--- config.mk ---
export PLATFORM = sky130hd
export DESIGN_NAME = radio_module_setting_commands
export DESIGN_NICKNAME = d
export VERILOG_FILES = /design/src/pkg/rmsc_pkg.sv /design/src/rtl/radio_module_setting_commands.sv
export SDC_FILE = /design/constraint.sdc
export NUM_CORES = 2
export LEC_CHECK = 0
export ABC_AREA = 1
export BUFFER_PORTS_ARGS = -buffer_cell sky130_fd_sc_hd__buf_2
export CAP_MARGIN = 0
export CORE_MARGIN = 5
export CORE_UTILIZATION = 55
export DETAILED_ROUTE_END_ITERATION = 12
export GPL_ROUTABILITY_DRIVEN = 0
export PLACE_DENSITY = 0.71
export SLEW_MARGIN = 10
export SYNTH_ARGS = -nofsm -noshare
export SYNTH_HDL_FRONTEND = slang
export SYNTH_SLANG_ARGS = --single-unit
--- constraint.sdc ---
create_clock -name clock -period 174.2 [get_ports clock]
set_input_delay 0 -clock clock [delete_from_list [all_inputs] [get_ports clock]]
set_output_delay 0 -clock clock [all_outputs]
set_load 0.02 [all_outputs]
--- src/pkg/rmsc_pkg.sv ---
// Constants and types shared by the radio module setting block
package rmsc_pkg;

    localparam int CLK_HZ = 10_000_000;

    // Register byte offsets
    localparam logic [7:0] A_MODE = 8'h00;
    localparam logic [7:0] A_BAUD = 8'h04;
    localparam logic [7:0] A_CCA  = 8'h08;
    localparam logic [7:0] A_ESC  = 8'h0c;
    localparam logic [7:0] A_CHAN = 8'h10;
    localparam logic [7:0] A_TMO  = 8'h14;
    localparam logic [7:0] A_IOF  = 8'h18;
    localparam logic [7:0] A_SCAN = 8'h1c;
    localparam logic [7:0] A_CTRL = 8'h20;

    // Field positions
    localparam int MODE_COORD_BIT = 2;
    localparam int CTRL_LEAVE_BIT = 0;
    localparam int CTRL_CLR_BIT   = 1;
    localparam int IOF_W          = 3;
    localparam int IO_LINES       = 5;

    // Reset values and limits
    localparam logic [1:0]  FRAMED_RST   = 2'h0;
    localparam logic [1:0]  FRAMED_MAX   = 2'h2;
    localparam logic        COORD_RST    = 1'h0;
    localparam logic [17:0] BAUD_RST     = 18'h00003;
    localparam logic [31:0] BAUD_STD_MAX = 32'h00000007;
    localparam logic [31:0] BAUD_LIT_MAX = 32'h0003d090;
    localparam logic [6:0]  CCA_RST      = 7'h2c;
    localparam logic [31:0] CCA_MAX      = 32'h00000050;
    localparam logic [7:0]  ESC_RST      = 8'h2b;
    localparam logic [4:0]  CHAN_RST     = 5'h0c;
    localparam logic [4:0]  CHAN_MIN     = 5'h0b;
    localparam logic [4:0]  CHAN_MAX     = 5'h1a;
    localparam logic [15:0] TMO_RST      = 16'h0064;
    localparam logic [31:0] TMO_MIN      = 32'h00000002;
    localparam logic [31:0] TMO_MAX      = 32'h0000ffff;
    localparam logic [2:0]  IOF_RST      = 3'h0;
    localparam logic [2:0]  IOF_ADC      = 3'h2;
    localparam logic [2:0]  IOF_DO_LOW   = 3'h4;
    localparam logic [2:0]  IOF_DO_HIGH  = 3'h5;
    localparam logic [31:0] SCAN_EXP_MAX = 32'h00000006;
    localparam logic [2:0]  REC_MAX      = 3'h5;

    // Timing
    localparam int TMO_UNIT_MS       = 100;
    localparam int TMO_UNIT_CYCLES   = TMO_UNIT_MS * (CLK_HZ / 1000);
    localparam int SCAN_UNIT_US      = 15360;
    localparam int SCAN_UNIT_CYCLES  = SCAN_UNIT_US * (CLK_HZ / 1_000_000);
    localparam int SCAN_CHANNELS     = 16;
    localparam int GUARD_MS          = 1000;
    localparam int GUARD_CYCLES      = GUARD_MS * (CLK_HZ / 1000);

    // Bit-clock divisors of the standard rates; the top entry gives 111111 baud
    localparam int STD_DIV [8] = '{8333, 4167, 2083, 1042, 521, 260, 174, 90};

    typedef enum logic [1:0] {
        SC_IDLE  = 2'b01,
        SC_DWELL = 2'b10
    } rmsc_scan_t;

endpackage : rmsc_pkg

--- src/rtl/radio_module_setting_commands.sv ---
// Command-mode setting registers, scan sequencer and serial rate control
`timescale 1ns/1ps
`default_nettype none

// Notes on behaviour
// - Framed mode 0 transparent, 1 framed, 2 escaped
// - Scan sends broadcast beacon request every channel
// - Dwell is two-power exponent times 15.36 ms
// - At most five beacon records per scan
// - Record fields in fixed order, address modes
// - Superframe field bit layout is fixed
// - Text mode ends fields with CR
// - Rate settings 0-7 map to standard rates
// - New rate applies only on the leave command, not on timeout
// - Larger values are literal rates, nearest stored
// - Nominal 115200 setting really runs 111111 baud
// - Radio data rate ignores host rate
// - Block transmit when channel energy is below threshold
// - Guard, escape char, guard enters command mode
// - Role 0 end device, 1 coordinator
// - Channels 0x0B to 0x1A, default 0x0C
// - Leave command immediately exits command mode
// - Inactivity timeout in 100 ms units
// - Each I/O line follows its function setting
module radio_module_setting_commands #(
    parameter int GUARD_CYC = rmsc_pkg::GUARD_CYCLES,
    parameter int TMO_CYC   = rmsc_pkg::TMO_UNIT_CYCLES,
    parameter int SCAN_CYC  = rmsc_pkg::SCAN_UNIT_CYCLES,
    parameter int SCAN_CHS  = rmsc_pkg::SCAN_CHANNELS
) (
    input  wire logic        clock,
    input  wire logic        rst,
    input  wire logic        psel,
    input  wire logic        penable,
    input  wire logic        pwrite,
    input  wire logic [7:0]  paddr,
    input  wire logic [31:0] pwdata,
    output logic      [31:0] prdata,
    output logic             pready,
    output logic             pslverr,
    input  wire logic        serValid,
    input  wire logic [7:0]  serByte,
    input  wire logic        beaconHeard,
    input  wire logic        txRequest,
    input  wire logic [6:0]  energyLevel,
    output logic             cmdMode,
    output logic      [1:0]  framedMode,
    output logic             fieldTerminator,
    output logic             coordinatorRole,
    output logic      [4:0]  rfChannel,
    output logic      [20:0] baudDivisor,
    output logic             txGrant,
    output logic             txBlock,
    output logic             scanActive,
    output logic      [4:0]  scanChannel,
    output logic             beaconRequest,
    output logic             recordAccept,
    output logic      [2:0]  recordCount,
    output logic      [4:0]  ioOut,
    output logic      [4:0]  ioOe,
    output logic      [4:0]  adcEnable
);

    typedef struct packed {
        logic [31:0]         prdata;
        logic                pready;
        logic                pslverr;
        logic                cmdMode;
        logic                err;
        logic [1:0]          framed;
        logic                crEn;
        logic                coord;
        logic [17:0]         baudSet;
        logic [20:0]         baudPend;
        logic [20:0]         baudDiv;
        logic [6:0]          cca;
        logic [7:0]          esc;
        logic [4:0]          chan;
        logic [15:0]         tmo;
        logic [14:0]         iof;
        logic [31:0]         idle;
        logic                escSeen;
        logic [31:0]         tick;
        logic [15:0]         units;
        rmsc_pkg::rmsc_scan_t scan;
        logic [2:0]          scanExp;
        logic [4:0]          scanChan;
        logic [31:0]         dwell;
        logic [2:0]          records;
        logic                beaconReq;
        logic                recAcc;
        logic                txGrant;
        logic                txBlock;
        logic [4:0]          ioOut;
        logic [4:0]          ioOe;
        logic [4:0]          adcEn;
    } rmsc_state_t;

    rmsc_state_t s_q;
    rmsc_state_t s_d;

    // Nearest divisor for a literal rate; rounding keeps the error smallest
    function automatic logic [20:0] litDiv(input logic [17:0] rate);
        litDiv = 21'((rmsc_pkg::CLK_HZ + 32'(rate) / 2) / 32'(rate));
    endfunction : litDiv

    function automatic logic [31:0] dwellLen(input logic [2:0] expo);
        dwellLen = 32'(SCAN_CYC) << expo;
    endfunction : dwellLen

    logic        apbDone;
    logic        apbWr;
    logic        leaveReq;
    logic [4:0]  lastChan;

    assign apbDone  = psel & penable & s_q.pready;
    assign apbWr    = apbDone & pwrite & ~s_q.pslverr;
    assign leaveReq = apbWr & (paddr == rmsc_pkg::A_CTRL) & pwdata[rmsc_pkg::CTRL_LEAVE_BIT];
    assign lastChan = 5'(rmsc_pkg::CHAN_MIN + 5'(SCAN_CHS - 1));

    always_comb
    begin
        logic [31:0] rd;
        logic        rangeBad;
        logic        unmapped;
        logic        scanBusy;
        logic [17:0] wv;
        rd       = 32'h00000000;
        rangeBad = 1'b0;
        unmapped = 1'b0;
        scanBusy = (s_q.scan == rmsc_pkg::SC_DWELL);
        wv       = pwdata[17:0];
        s_d           = s_q;
        s_d.beaconReq = 1'b0;
        s_d.recAcc    = 1'b0;
        s_d.txGrant   = 1'b0;
        s_d.txBlock   = 1'b0;

        case (paddr)
            rmsc_pkg::A_MODE:
            begin
                rd       = {29'h0, s_q.coord, s_q.framed};
                rangeBad = (pwdata[1:0] > rmsc_pkg::FRAMED_MAX) | (|pwdata[31:3]);
            end
            rmsc_pkg::A_BAUD:
            begin
                rd       = {14'h0, s_q.baudSet};
                rangeBad = pwdata > rmsc_pkg::BAUD_LIT_MAX;
            end
            rmsc_pkg::A_CCA:
            begin
                rd       = {25'h0, s_q.cca};
                rangeBad = pwdata > rmsc_pkg::CCA_MAX;
            end
            rmsc_pkg::A_ESC:
            begin
                rd       = {24'h0, s_q.esc};
                rangeBad = |pwdata[31:8];
            end
            rmsc_pkg::A_CHAN:
            begin
                rd       = {27'h0, s_q.chan};
                rangeBad = (pwdata < 32'(rmsc_pkg::CHAN_MIN)) | (pwdata > 32'(rmsc_pkg::CHAN_MAX));
            end
            rmsc_pkg::A_TMO:
            begin
                rd       = {16'h0, s_q.tmo};
                rangeBad = (pwdata < rmsc_pkg::TMO_MIN) | (pwdata > rmsc_pkg::TMO_MAX);
            end
            rmsc_pkg::A_IOF:
            begin
                rd       = {17'h0, s_q.iof};
                rangeBad = |pwdata[31:15];
                for (int i = 0; i < rmsc_pkg::IO_LINES; i++)
                begin
                    if (pwdata[i*rmsc_pkg::IOF_W +: rmsc_pkg::IOF_W] > rmsc_pkg::IOF_DO_HIGH)
                    begin
                        rangeBad = 1'b1;
                    end
                end
            end
            rmsc_pkg::A_SCAN:
            begin
                rd       = {19'h0, s_q.scanChan, 1'b0, s_q.records, scanBusy, s_q.scanExp};
                rangeBad = (pwdata > rmsc_pkg::SCAN_EXP_MAX) | scanBusy;
            end
            rmsc_pkg::A_CTRL:
            begin
                rd       = {30'h0, s_q.err, s_q.cmdMode};
                rangeBad = pwdata[rmsc_pkg::CTRL_LEAVE_BIT] & ~s_q.cmdMode;
            end
            default:
            begin
                unmapped = 1'b1;
            end
        endcase

        // One wait state: answer is latched in the first access cycle
        s_d.pready = psel & penable & ~s_q.pready;
        if (psel & penable & ~s_q.pready)
        begin
            s_d.prdata = rd;
            s_d.pslverr = unmapped | (pwrite & (rangeBad | (~s_q.cmdMode & (paddr != rmsc_pkg::A_CTRL))));
        end

        if (apbWr)
        begin
            case (paddr)
                rmsc_pkg::A_MODE:
                begin
                    s_d.framed = pwdata[1:0];
                    s_d.coord = pwdata[rmsc_pkg::MODE_COORD_BIT];
                end
                rmsc_pkg::A_BAUD:
                begin
                    if (pwdata <= rmsc_pkg::BAUD_STD_MAX)
                    begin
                        s_d.baudSet  = wv;
                        s_d.baudPend = 21'(rmsc_pkg::STD_DIV[wv[2:0]]);
                    end
                    else
                    begin
                        s_d.baudPend = litDiv(wv);
                        s_d.baudSet  = 18'(rmsc_pkg::CLK_HZ / 32'(litDiv(wv)));
                    end
                end
                rmsc_pkg::A_CCA:  s_d.cca = pwdata[6:0];
                rmsc_pkg::A_ESC:  s_d.esc = pwdata[7:0];
                rmsc_pkg::A_CHAN: s_d.chan = pwdata[4:0];
                rmsc_pkg::A_TMO:  s_d.tmo = pwdata[15:0];
                rmsc_pkg::A_IOF:  s_d.iof = pwdata[14:0];
                rmsc_pkg::A_SCAN:
                begin
                    // start broadcast scan on first channel
                    s_d.scan      = rmsc_pkg::SC_DWELL;
                    s_d.scanExp   = pwdata[2:0];
                    s_d.scanChan  = rmsc_pkg::CHAN_MIN;
                    s_d.dwell     = 32'h00000000;
                    s_d.records   = 3'h0;
                    s_d.beaconReq = 1'b1;
                end
                rmsc_pkg::A_CTRL:
                begin
                    if (pwdata[rmsc_pkg::CTRL_CLR_BIT])
                    begin
                        s_d.err = 1'b0;
                    end
                    if (pwdata[rmsc_pkg::CTRL_LEAVE_BIT])
                    begin
                        s_d.cmdMode = 1'b0;
                        s_d.baudDiv = s_q.baudPend;
                        s_d.escSeen = 1'b0;
                        s_d.idle    = 32'h00000000;
                    end
                end
                default:
                begin
                end
            endcase
        end

        // Rejected write flags error; set wins over a clear
        if (apbDone & pwrite & s_q.pslverr)
        begin
            s_d.err = 1'b1;
        end

        if (s_q.cmdMode & ~leaveReq)
        begin
            if (apbDone)
            begin
                s_d.tick  = 32'h00000000;
                s_d.units = 16'h0000;
            end
            else if (s_q.tick == 32'(TMO_CYC - 1))
            begin
                s_d.tick  = 32'h00000000;
                s_d.units = s_q.units + 16'h0001;
                if (s_q.units + 16'h0001 >= s_q.tmo)
                begin
                    s_d.cmdMode = 1'b0;
                    s_d.idle    = 32'h00000000;
                end
            end
            else
            begin
                s_d.tick = s_q.tick + 32'h00000001;
            end
        end
        else if (~s_q.cmdMode)
        begin
            if (serValid)
            begin
                s_d.escSeen = ~s_q.escSeen & (s_q.idle >= 32'(GUARD_CYC)) & (serByte == s_q.esc);
                s_d.idle    = 32'h00000000;
            end
            else if (s_q.idle < 32'(GUARD_CYC))
            begin
                s_d.idle = s_q.idle + 32'h00000001;
            end
            else if (s_q.escSeen)
            begin
                s_d.cmdMode = 1'b1;
                s_d.escSeen = 1'b0;
                s_d.tick    = 32'h00000000;
                s_d.units   = 16'h0000;
            end
        end

        unique case (s_q.scan)
            rmsc_pkg::SC_IDLE:
            begin
            end
            rmsc_pkg::SC_DWELL:
            begin
                // accept pulse opens one fixed-layout record
                if (beaconHeard & (s_q.records < rmsc_pkg::REC_MAX))
                begin
                    s_d.records = s_q.records + 3'h1;
                    s_d.recAcc  = 1'b1;
                end
                if (s_q.dwell == dwellLen(s_q.scanExp) - 32'h00000001)
                begin
                    s_d.dwell = 32'h00000000;
                    if (s_q.scanChan == lastChan)
                    begin
                        s_d.scan = rmsc_pkg::SC_IDLE;
                    end
                    else
                    begin
                        s_d.scanChan  = s_q.scanChan + 5'h01;
                        s_d.beaconReq = 1'b1;
                    end
                end
                else
                begin
                    s_d.dwell = s_q.dwell + 32'h00000001;
                end
            end
        endcase

        if (txRequest)
        begin
            s_d.txBlock = energyLevel < s_q.cca;
            s_d.txGrant = ~(energyLevel < s_q.cca);
        end

        s_d.crEn = (s_q.framed == rmsc_pkg::FRAMED_RST);

        for (int i = 0; i < rmsc_pkg::IO_LINES; i++)
        begin
            s_d.ioOe[i]  = s_q.iof[i*rmsc_pkg::IOF_W +: rmsc_pkg::IOF_W] >= rmsc_pkg::IOF_DO_LOW;
            s_d.ioOut[i] = s_q.iof[i*rmsc_pkg::IOF_W +: rmsc_pkg::IOF_W] == rmsc_pkg::IOF_DO_HIGH;
            s_d.adcEn[i] = s_q.iof[i*rmsc_pkg::IOF_W +: rmsc_pkg::IOF_W] == rmsc_pkg::IOF_ADC;
        end
    end

    always_ff @(posedge clock)
    begin
        if (rst)
        begin
            s_q          <= '0;
            s_q.framed   <= rmsc_pkg::FRAMED_RST;
            s_q.crEn     <= 1'b1;
            s_q.coord    <= rmsc_pkg::COORD_RST;
            s_q.baudSet  <= rmsc_pkg::BAUD_RST;
            s_q.baudPend <= 21'(rmsc_pkg::STD_DIV[3]);
            s_q.baudDiv  <= 21'(rmsc_pkg::STD_DIV[3]);
            s_q.cca      <= rmsc_pkg::CCA_RST;
            s_q.esc      <= rmsc_pkg::ESC_RST;
            s_q.chan     <= rmsc_pkg::CHAN_RST;
            s_q.tmo      <= rmsc_pkg::TMO_RST;
            s_q.scan     <= rmsc_pkg::SC_IDLE;
        end
        else
        begin
            s_q <= s_d;
        end
    end

    // no radio rate output depends on the host rate
    assign prdata          = s_q.prdata;
    assign pready          = s_q.pready;
    assign pslverr         = s_q.pslverr;
    assign cmdMode         = s_q.cmdMode;
    assign framedMode      = s_q.framed;
    assign fieldTerminator = s_q.crEn;
    assign coordinatorRole = s_q.coord;
    assign rfChannel       = s_q.chan;
    assign baudDivisor     = s_q.baudDiv;
    assign txGrant         = s_q.txGrant;
    assign txBlock         = s_q.txBlock;
    // One-hot code: bit 1 alone marks the dwell state, so no decode is needed
    assign scanActive      = s_q.scan[1];
    assign scanChannel     = s_q.scanChan;
    assign beaconRequest   = s_q.beaconReq;
    assign recordAccept    = s_q.recAcc;
    assign recordCount     = s_q.records;
    assign ioOut           = s_q.ioOut;
    assign ioOe            = s_q.ioOe;
    assign adcEnable       = s_q.adcEn;
endmodule : radio_module_setting_commands

`default_nettype wire

Yosys cells after proc, flatten, opt, wreduce, memory -nomap -nowiden
Memory sizes are Yosys's and may differ from the RTL's.
Index checks and enable logic that the tools add are counted.
- flip-flop bits (word level): 296
- bits in read-only memories: 256
- input bits: 63
- output and inout bits: 93
- logic and storage cells: 210
- memories kept: 1
- add/sub/neg operators: 8
- divide/modulo/power cells: 2
- $lt $le $gt $ge: 25
- equal/unequal tests: 28
- shifts and indexed selects: 1
- multiplexer cells: 56
- bitwise logic cells: 30
- reduce and logical (&&, ||, !) cells: 27
- memory list (memory ; depth ; width ; rd ports ; clocked after memory_dff ; wr ports ; RTL line ; RTL):
    (name not given) ; 8 ; 32 ; 1 ; 0 ; 0 ; radio_module_setting_commands.sv:219 ; s_d.baudPend = 21'(rmsc_pkg::STD_DIV[wv[2:0]]);
- operators by type and width (kind ; count):
    two-way mux 32 bit ; 7
    case mux 18 bit (9 select lines) ; 1
    two-way mux 48 bit ; 3
    two-way mux 33 bit ; 4
    two-way mux 49 bit ; 2
    adder 32 x 1 -> 32 bit (second input constant) ; 3
    two-way mux 46 bit ; 2
    two-way mux 81 bit ; 1
    two-way mux 21 bit ; 2
    two-way mux 42 bit ; 1
    two-way mux 39 bit ; 1
    divider 24 x 21 -> 32 bit (first input constant) ; 1
    divider 32 x 18 -> 32 bit ; 1
    == test 32 x 20 -> 1 bit (second input constant) ; 1
    == test 32 bit ; 1
    == test 8 x 5 -> 1 bit (second input constant) ; 4
    >= comparator 32 x 24 -> 1 bit (second input constant) ; 1
    > comparator 32 x 16 -> 1 bit (second input constant) ; 1
    > comparator 32 x 18 -> 1 bit (second input constant) ; 1
    > comparator 32 x 3 -> 1 bit (second input constant) ; 1
    > comparator 32 x 5 -> 1 bit (second input constant) ; 1
    > comparator 32 x 7 -> 1 bit (second input constant) ; 1
    less-or-equal comparator 32 x 3 -> 1 bit (second input constant) ; 1
    less-than comparator 32 x 2 -> 1 bit (second input constant) ; 1
    other kinds (50) ; 134

Depth between registers and ports, before layout
- depth after elaboration: 10
- depth in mapped cells: 1156
- depth with buffers taken out: 1077

Worst setup path after synthesis
Ideal clock, no wire load.
- path type: input -> register
- from: input port pwdata[1]
- to: register s_q[238] (netlist name)
- library setup time: 0.115 ns
- arrival time: 148.558 ns
- data required time: 174.085 ns
- slack: 25.527 ns
- stages on the path: 1099
- buffers on the path: 89
- cell sequence: clkinv_1 -> ha_1 -> nand2_1 -> nor2_1 -> nand2_1 -> nor2_1 -> ha_1 -> nand2_1 -> nor2_1 -> o21ai_0 -> inv_1 -> nand2_1 -> inv_1 -> ha_1 -> inv_1 -> o21bai_1 -> nand2_1 -> nor2_4 -> (+1063 left out) -> nor2_4 -> nand3_4 -> clkinv_4 -> buf_2 -> nand2_1 -> o21ai_1 -> ha_1 -> a21oi_1 -> nor2_1 -> a211oi_1 -> o221a_2 -> nand2_1 -> nand2_1 -> nand2_1 -> nand2_1 -> nand2_1 -> nand2_1 -> nand2_1
- longest elaborated chain between the ends: 4
- elaborated cells on any way between the ends: 5
- classes of those cells: add/sub (1); div (2); order compare (1); mux (1)
- ends and longest elaborated chain (what ; RTL line ; RTL):
    start: declaration ; radio_module_setting_commands.sv:37 ; input wire logic [31:0] pwdata,
    adder 24 x 17 -> 25 bit ; radio_module_setting_commands.sv:104 ; litDiv = 21'((rmsc_pkg::CLK_HZ + 32'(rate) / 2) / 32'(rate));
    divider 32 x 18 -> 32 bit ; radio_module_setting_commands.sv:104 ;
    divider 24 x 21 -> 32 bit ; radio_module_setting_commands.sv:224 ; s_d.baudSet = 18'(rmsc_pkg::CLK_HZ / 32'(litDiv(wv)));
    two-way mux 39 bit (*) ; radio_module_setting_commands.sv:216 ; if (pwdata <= rmsc_pkg::BAUD_STD_MAX)
    end: declaration ; radio_module_setting_commands.sv:99 ; rmsc_state_t s_q;
Mark *: on every way between the ends. The rest lies on a longest branch, timed or not.
A chain may end at the register's enable or synchronous reset.

==> reports/metrics.yaml <==
clk_latency_ns: 0.59
period_minus_slack_ns: 158.02
slew_violations: 0
worst-path-max-fanout: 61
regToRegEndpoint: "s_q[106]$_SDFFE_PP0P_"
setup_ws_ns: 16.19
hold_path.class: "in2reg"
fin_skew_ns: 0.0430
root_buffer: "clkbuf_16"
dieHeight_um: 358
overflow: 0
drtIter0Drc: 6872
grt_usage_pct: 31.7
syn2layout_area_growth_pct: 4.11
cp-end-kind: "register"
pin_count: 156
critPathKind: "in2reg"
start_util_pct: 55.4
run_status: "finished, final reports clean"
drt_wl_total_um: 215000
grt_max_degree: 63
fin_crit_sh_pct: 90.7
antenna_found_initial: 14
rows: 127
synth_common_cells: "2362 x nand2_1, 1340 x inv_1, 930 x a21oi_1"
die_w_um: 358
worstMarginPinSlew_ns: 1.25
drc_errors: 0
yosysTopAreaCell: "ha_1"
route.vias.total: 70400
drive_gt1_share_pct: 10.9
reg2regPathDepth: 24
path_common_cell: "nand2_1"
htreeDepth: 2
nets: 11500
ys_seq_elements: 282
dp_worst_setup_slack_ns: 11.23
ys_seq_area_share_pct: 8.49
die-area_mm2: 0.128
first_pass_iters: 8
max_freq_mhz: 6.33
synth_area_leaders: "ha_1 17%, nand2_1 13%, dfxtp_1 8.5%"
cts_buffers: 34
r2r_slack_ns: 169.60
async_flop_share_pct: 0
arrival_ns: 158.49
slew_headroom_pct: 16.5
required_ns: 174.68
cp-start-kind: "input pin"
wire_per_inst_um: 17.6
clock_path_buffers: 3
cp_slowest_cell: "dlygate4sd3_1"
io_buffers: 141
synth-edff-count: 0
synth_cells: 10600
crit_start: "pwdata[1]"
synth_cell_types: 114
clk_pin_slew_ns: 0.07
r2r_start: "s_q[128]$_SDFF_PP0_"
ys.warnings.count: 0
avgSynthCellArea_um2: 6.30
endpoint: "s_q[238]$_SDFFE_PP1P_"
core-area_mm2: 0.120
vias_per_cell: 5.78
synthesis.area_mm2: 0.0665
clock-sinks: 282
synth_flop_cell: "dfxtp_1"
synth_top_cell_area_share_pct: 16.8
cts_tree: "built"
grt_first_pass_wirelength_um: 335000
maxCapViolations: 0
hpwl_um: 167000
setup-violations-final: 0
hold_violations: 0
yosysMostFrequentCell: "nand2_1"
drtAntennaViolNets: 0
slowest_delay_ns: 0.54
grt_pass1_vias: 64600
-- per-stage QoR --
step / utilization (%) / hold WS [ns] / instances / instance area [um2] / TNS, ns
3_3_place_gp: 56.3 / 0.248 / 12100 / 67600 / 0
5_1_grt: 57.7 / 0.0613 / 12200 / 69200 / -0.0458
2_1_floorplan: - / 0.128 / 10600 / 66600 / 0
6_report: 57.7 / 0.0198 / 12200 / 69300 / 0
3_5_place_dp: 56.3 / 0.255 / 12100 / 67600 / 0
4_1_cts: 57.5 / 0.00551 / 12200 / 68900 / 0
-- sequential cells by signal, indices dropped and copies added (netlist names), 2 cells and up --
register     flops
recordCount      3
ioOe             5
baudDivisor     21
rfChannel        5
scanChannel      5
framedMode       2
prdata          18
s_q            203
adcEnable        5
ioOut            5
-- layer usage --
layer	vias to the layer above	track usage [%]	share of wire [%]
met2	2812	51.4	43
met1	31900	41.3	43
met4	8	13.5	4.8
li1	35100	-	-
met5	-	0	0.025
met3	602	6.02	9.4
-- worst max-delay path, delay by kind of cell --
family,cells,cell delay (ns)
buffers and inverters,210,28.72
XOR/XNOR,3,0.51
AND/OR/NAND/NOR,478,55.07
AO/OA/AOI/OAI,373,68.55
adder cells (fa/ha/maj),70,23.18
-- area by class of cell --
type / instances / area, um2
multi-input cells: 8481 / 52800
fillers: 11800 / 50700
inverters: 1503 / 6040
flip-flops and latches: 282 / 5650
well taps: 1612 / 2020
repair buffers: 230 / 1440
clock buffers: 45 / 963
clock inverters: 15 / 287
diodes: 5 / 12.5
repair inverters: 2 / 10.0
-- cell families after synthesis --
group,after synthesis,synth area share [%]
XOR/XNOR,743,9.80
buffers and inverters,1828,12.4
multiplexers,2,0.0301
flip-flops,282,8.49
other,2,0.0113
AND/OR/NAND/NOR,4503,32.4
adder cells (fa/ha/maj),892,16.8
AO/OA/AOI/OAI,2310,20.0
-- timing repair --
action                                 in CTS  in global routing
setup endpoints to repair                   0                  4
resized for setup                           0                 53
setup buffers                               0                 10
endpoints found under the hold margin      27                  0
hold buffers                               13                  0
-- cells in the final DEF, fill, tap and decap left out, types with 92 or more instances in the layout --
cell type and instances:
nand2_1 2359, inv_1 1327, a21oi_1 929, ha_1 891
o21ai_0 722, nor2_1 648, xor2_1 494, nand3_1 480
dfxtp_1 282, xnor2_1 247, nand2_2 175, nand4_1 164
buf_2 140, o21ai_1 124, nor3_1 121, nand3_2 106
or2_2 101, inv_2 92
-- how the worst min path moves through the flow --
| stage | start | slack (ns) | depth (start not counted) | endpoint |
|---|---|---|---|---|
| 2_1_floorplan | txRequest | 0.13 | 2 | txBlock$_SDFF_PP0_ |
| 3_3_place_gp | txRequest | 0.25 | 3 | txBlock$_SDFF_PP0_ |
| 3_5_place_dp | txRequest | 0.26 | 3 | txBlock$_SDFF_PP0_ |
| 4_1_cts | paddr[5] | 0.006 | 5 | coordinatorRole$_SDFFE_PP0P_ |
| 5_1_grt | serByte[0] | 0.06 | 6 | s_q[112]$_SDFF_PP0_ |
| 6_report | energyLevel[5] | 0.02 | 5 | txGrant$_SDFF_PP0_ |
Power is not shown: default switching activity piles up to over one toggle a cycle in this logic, so the estimate is an artifact.
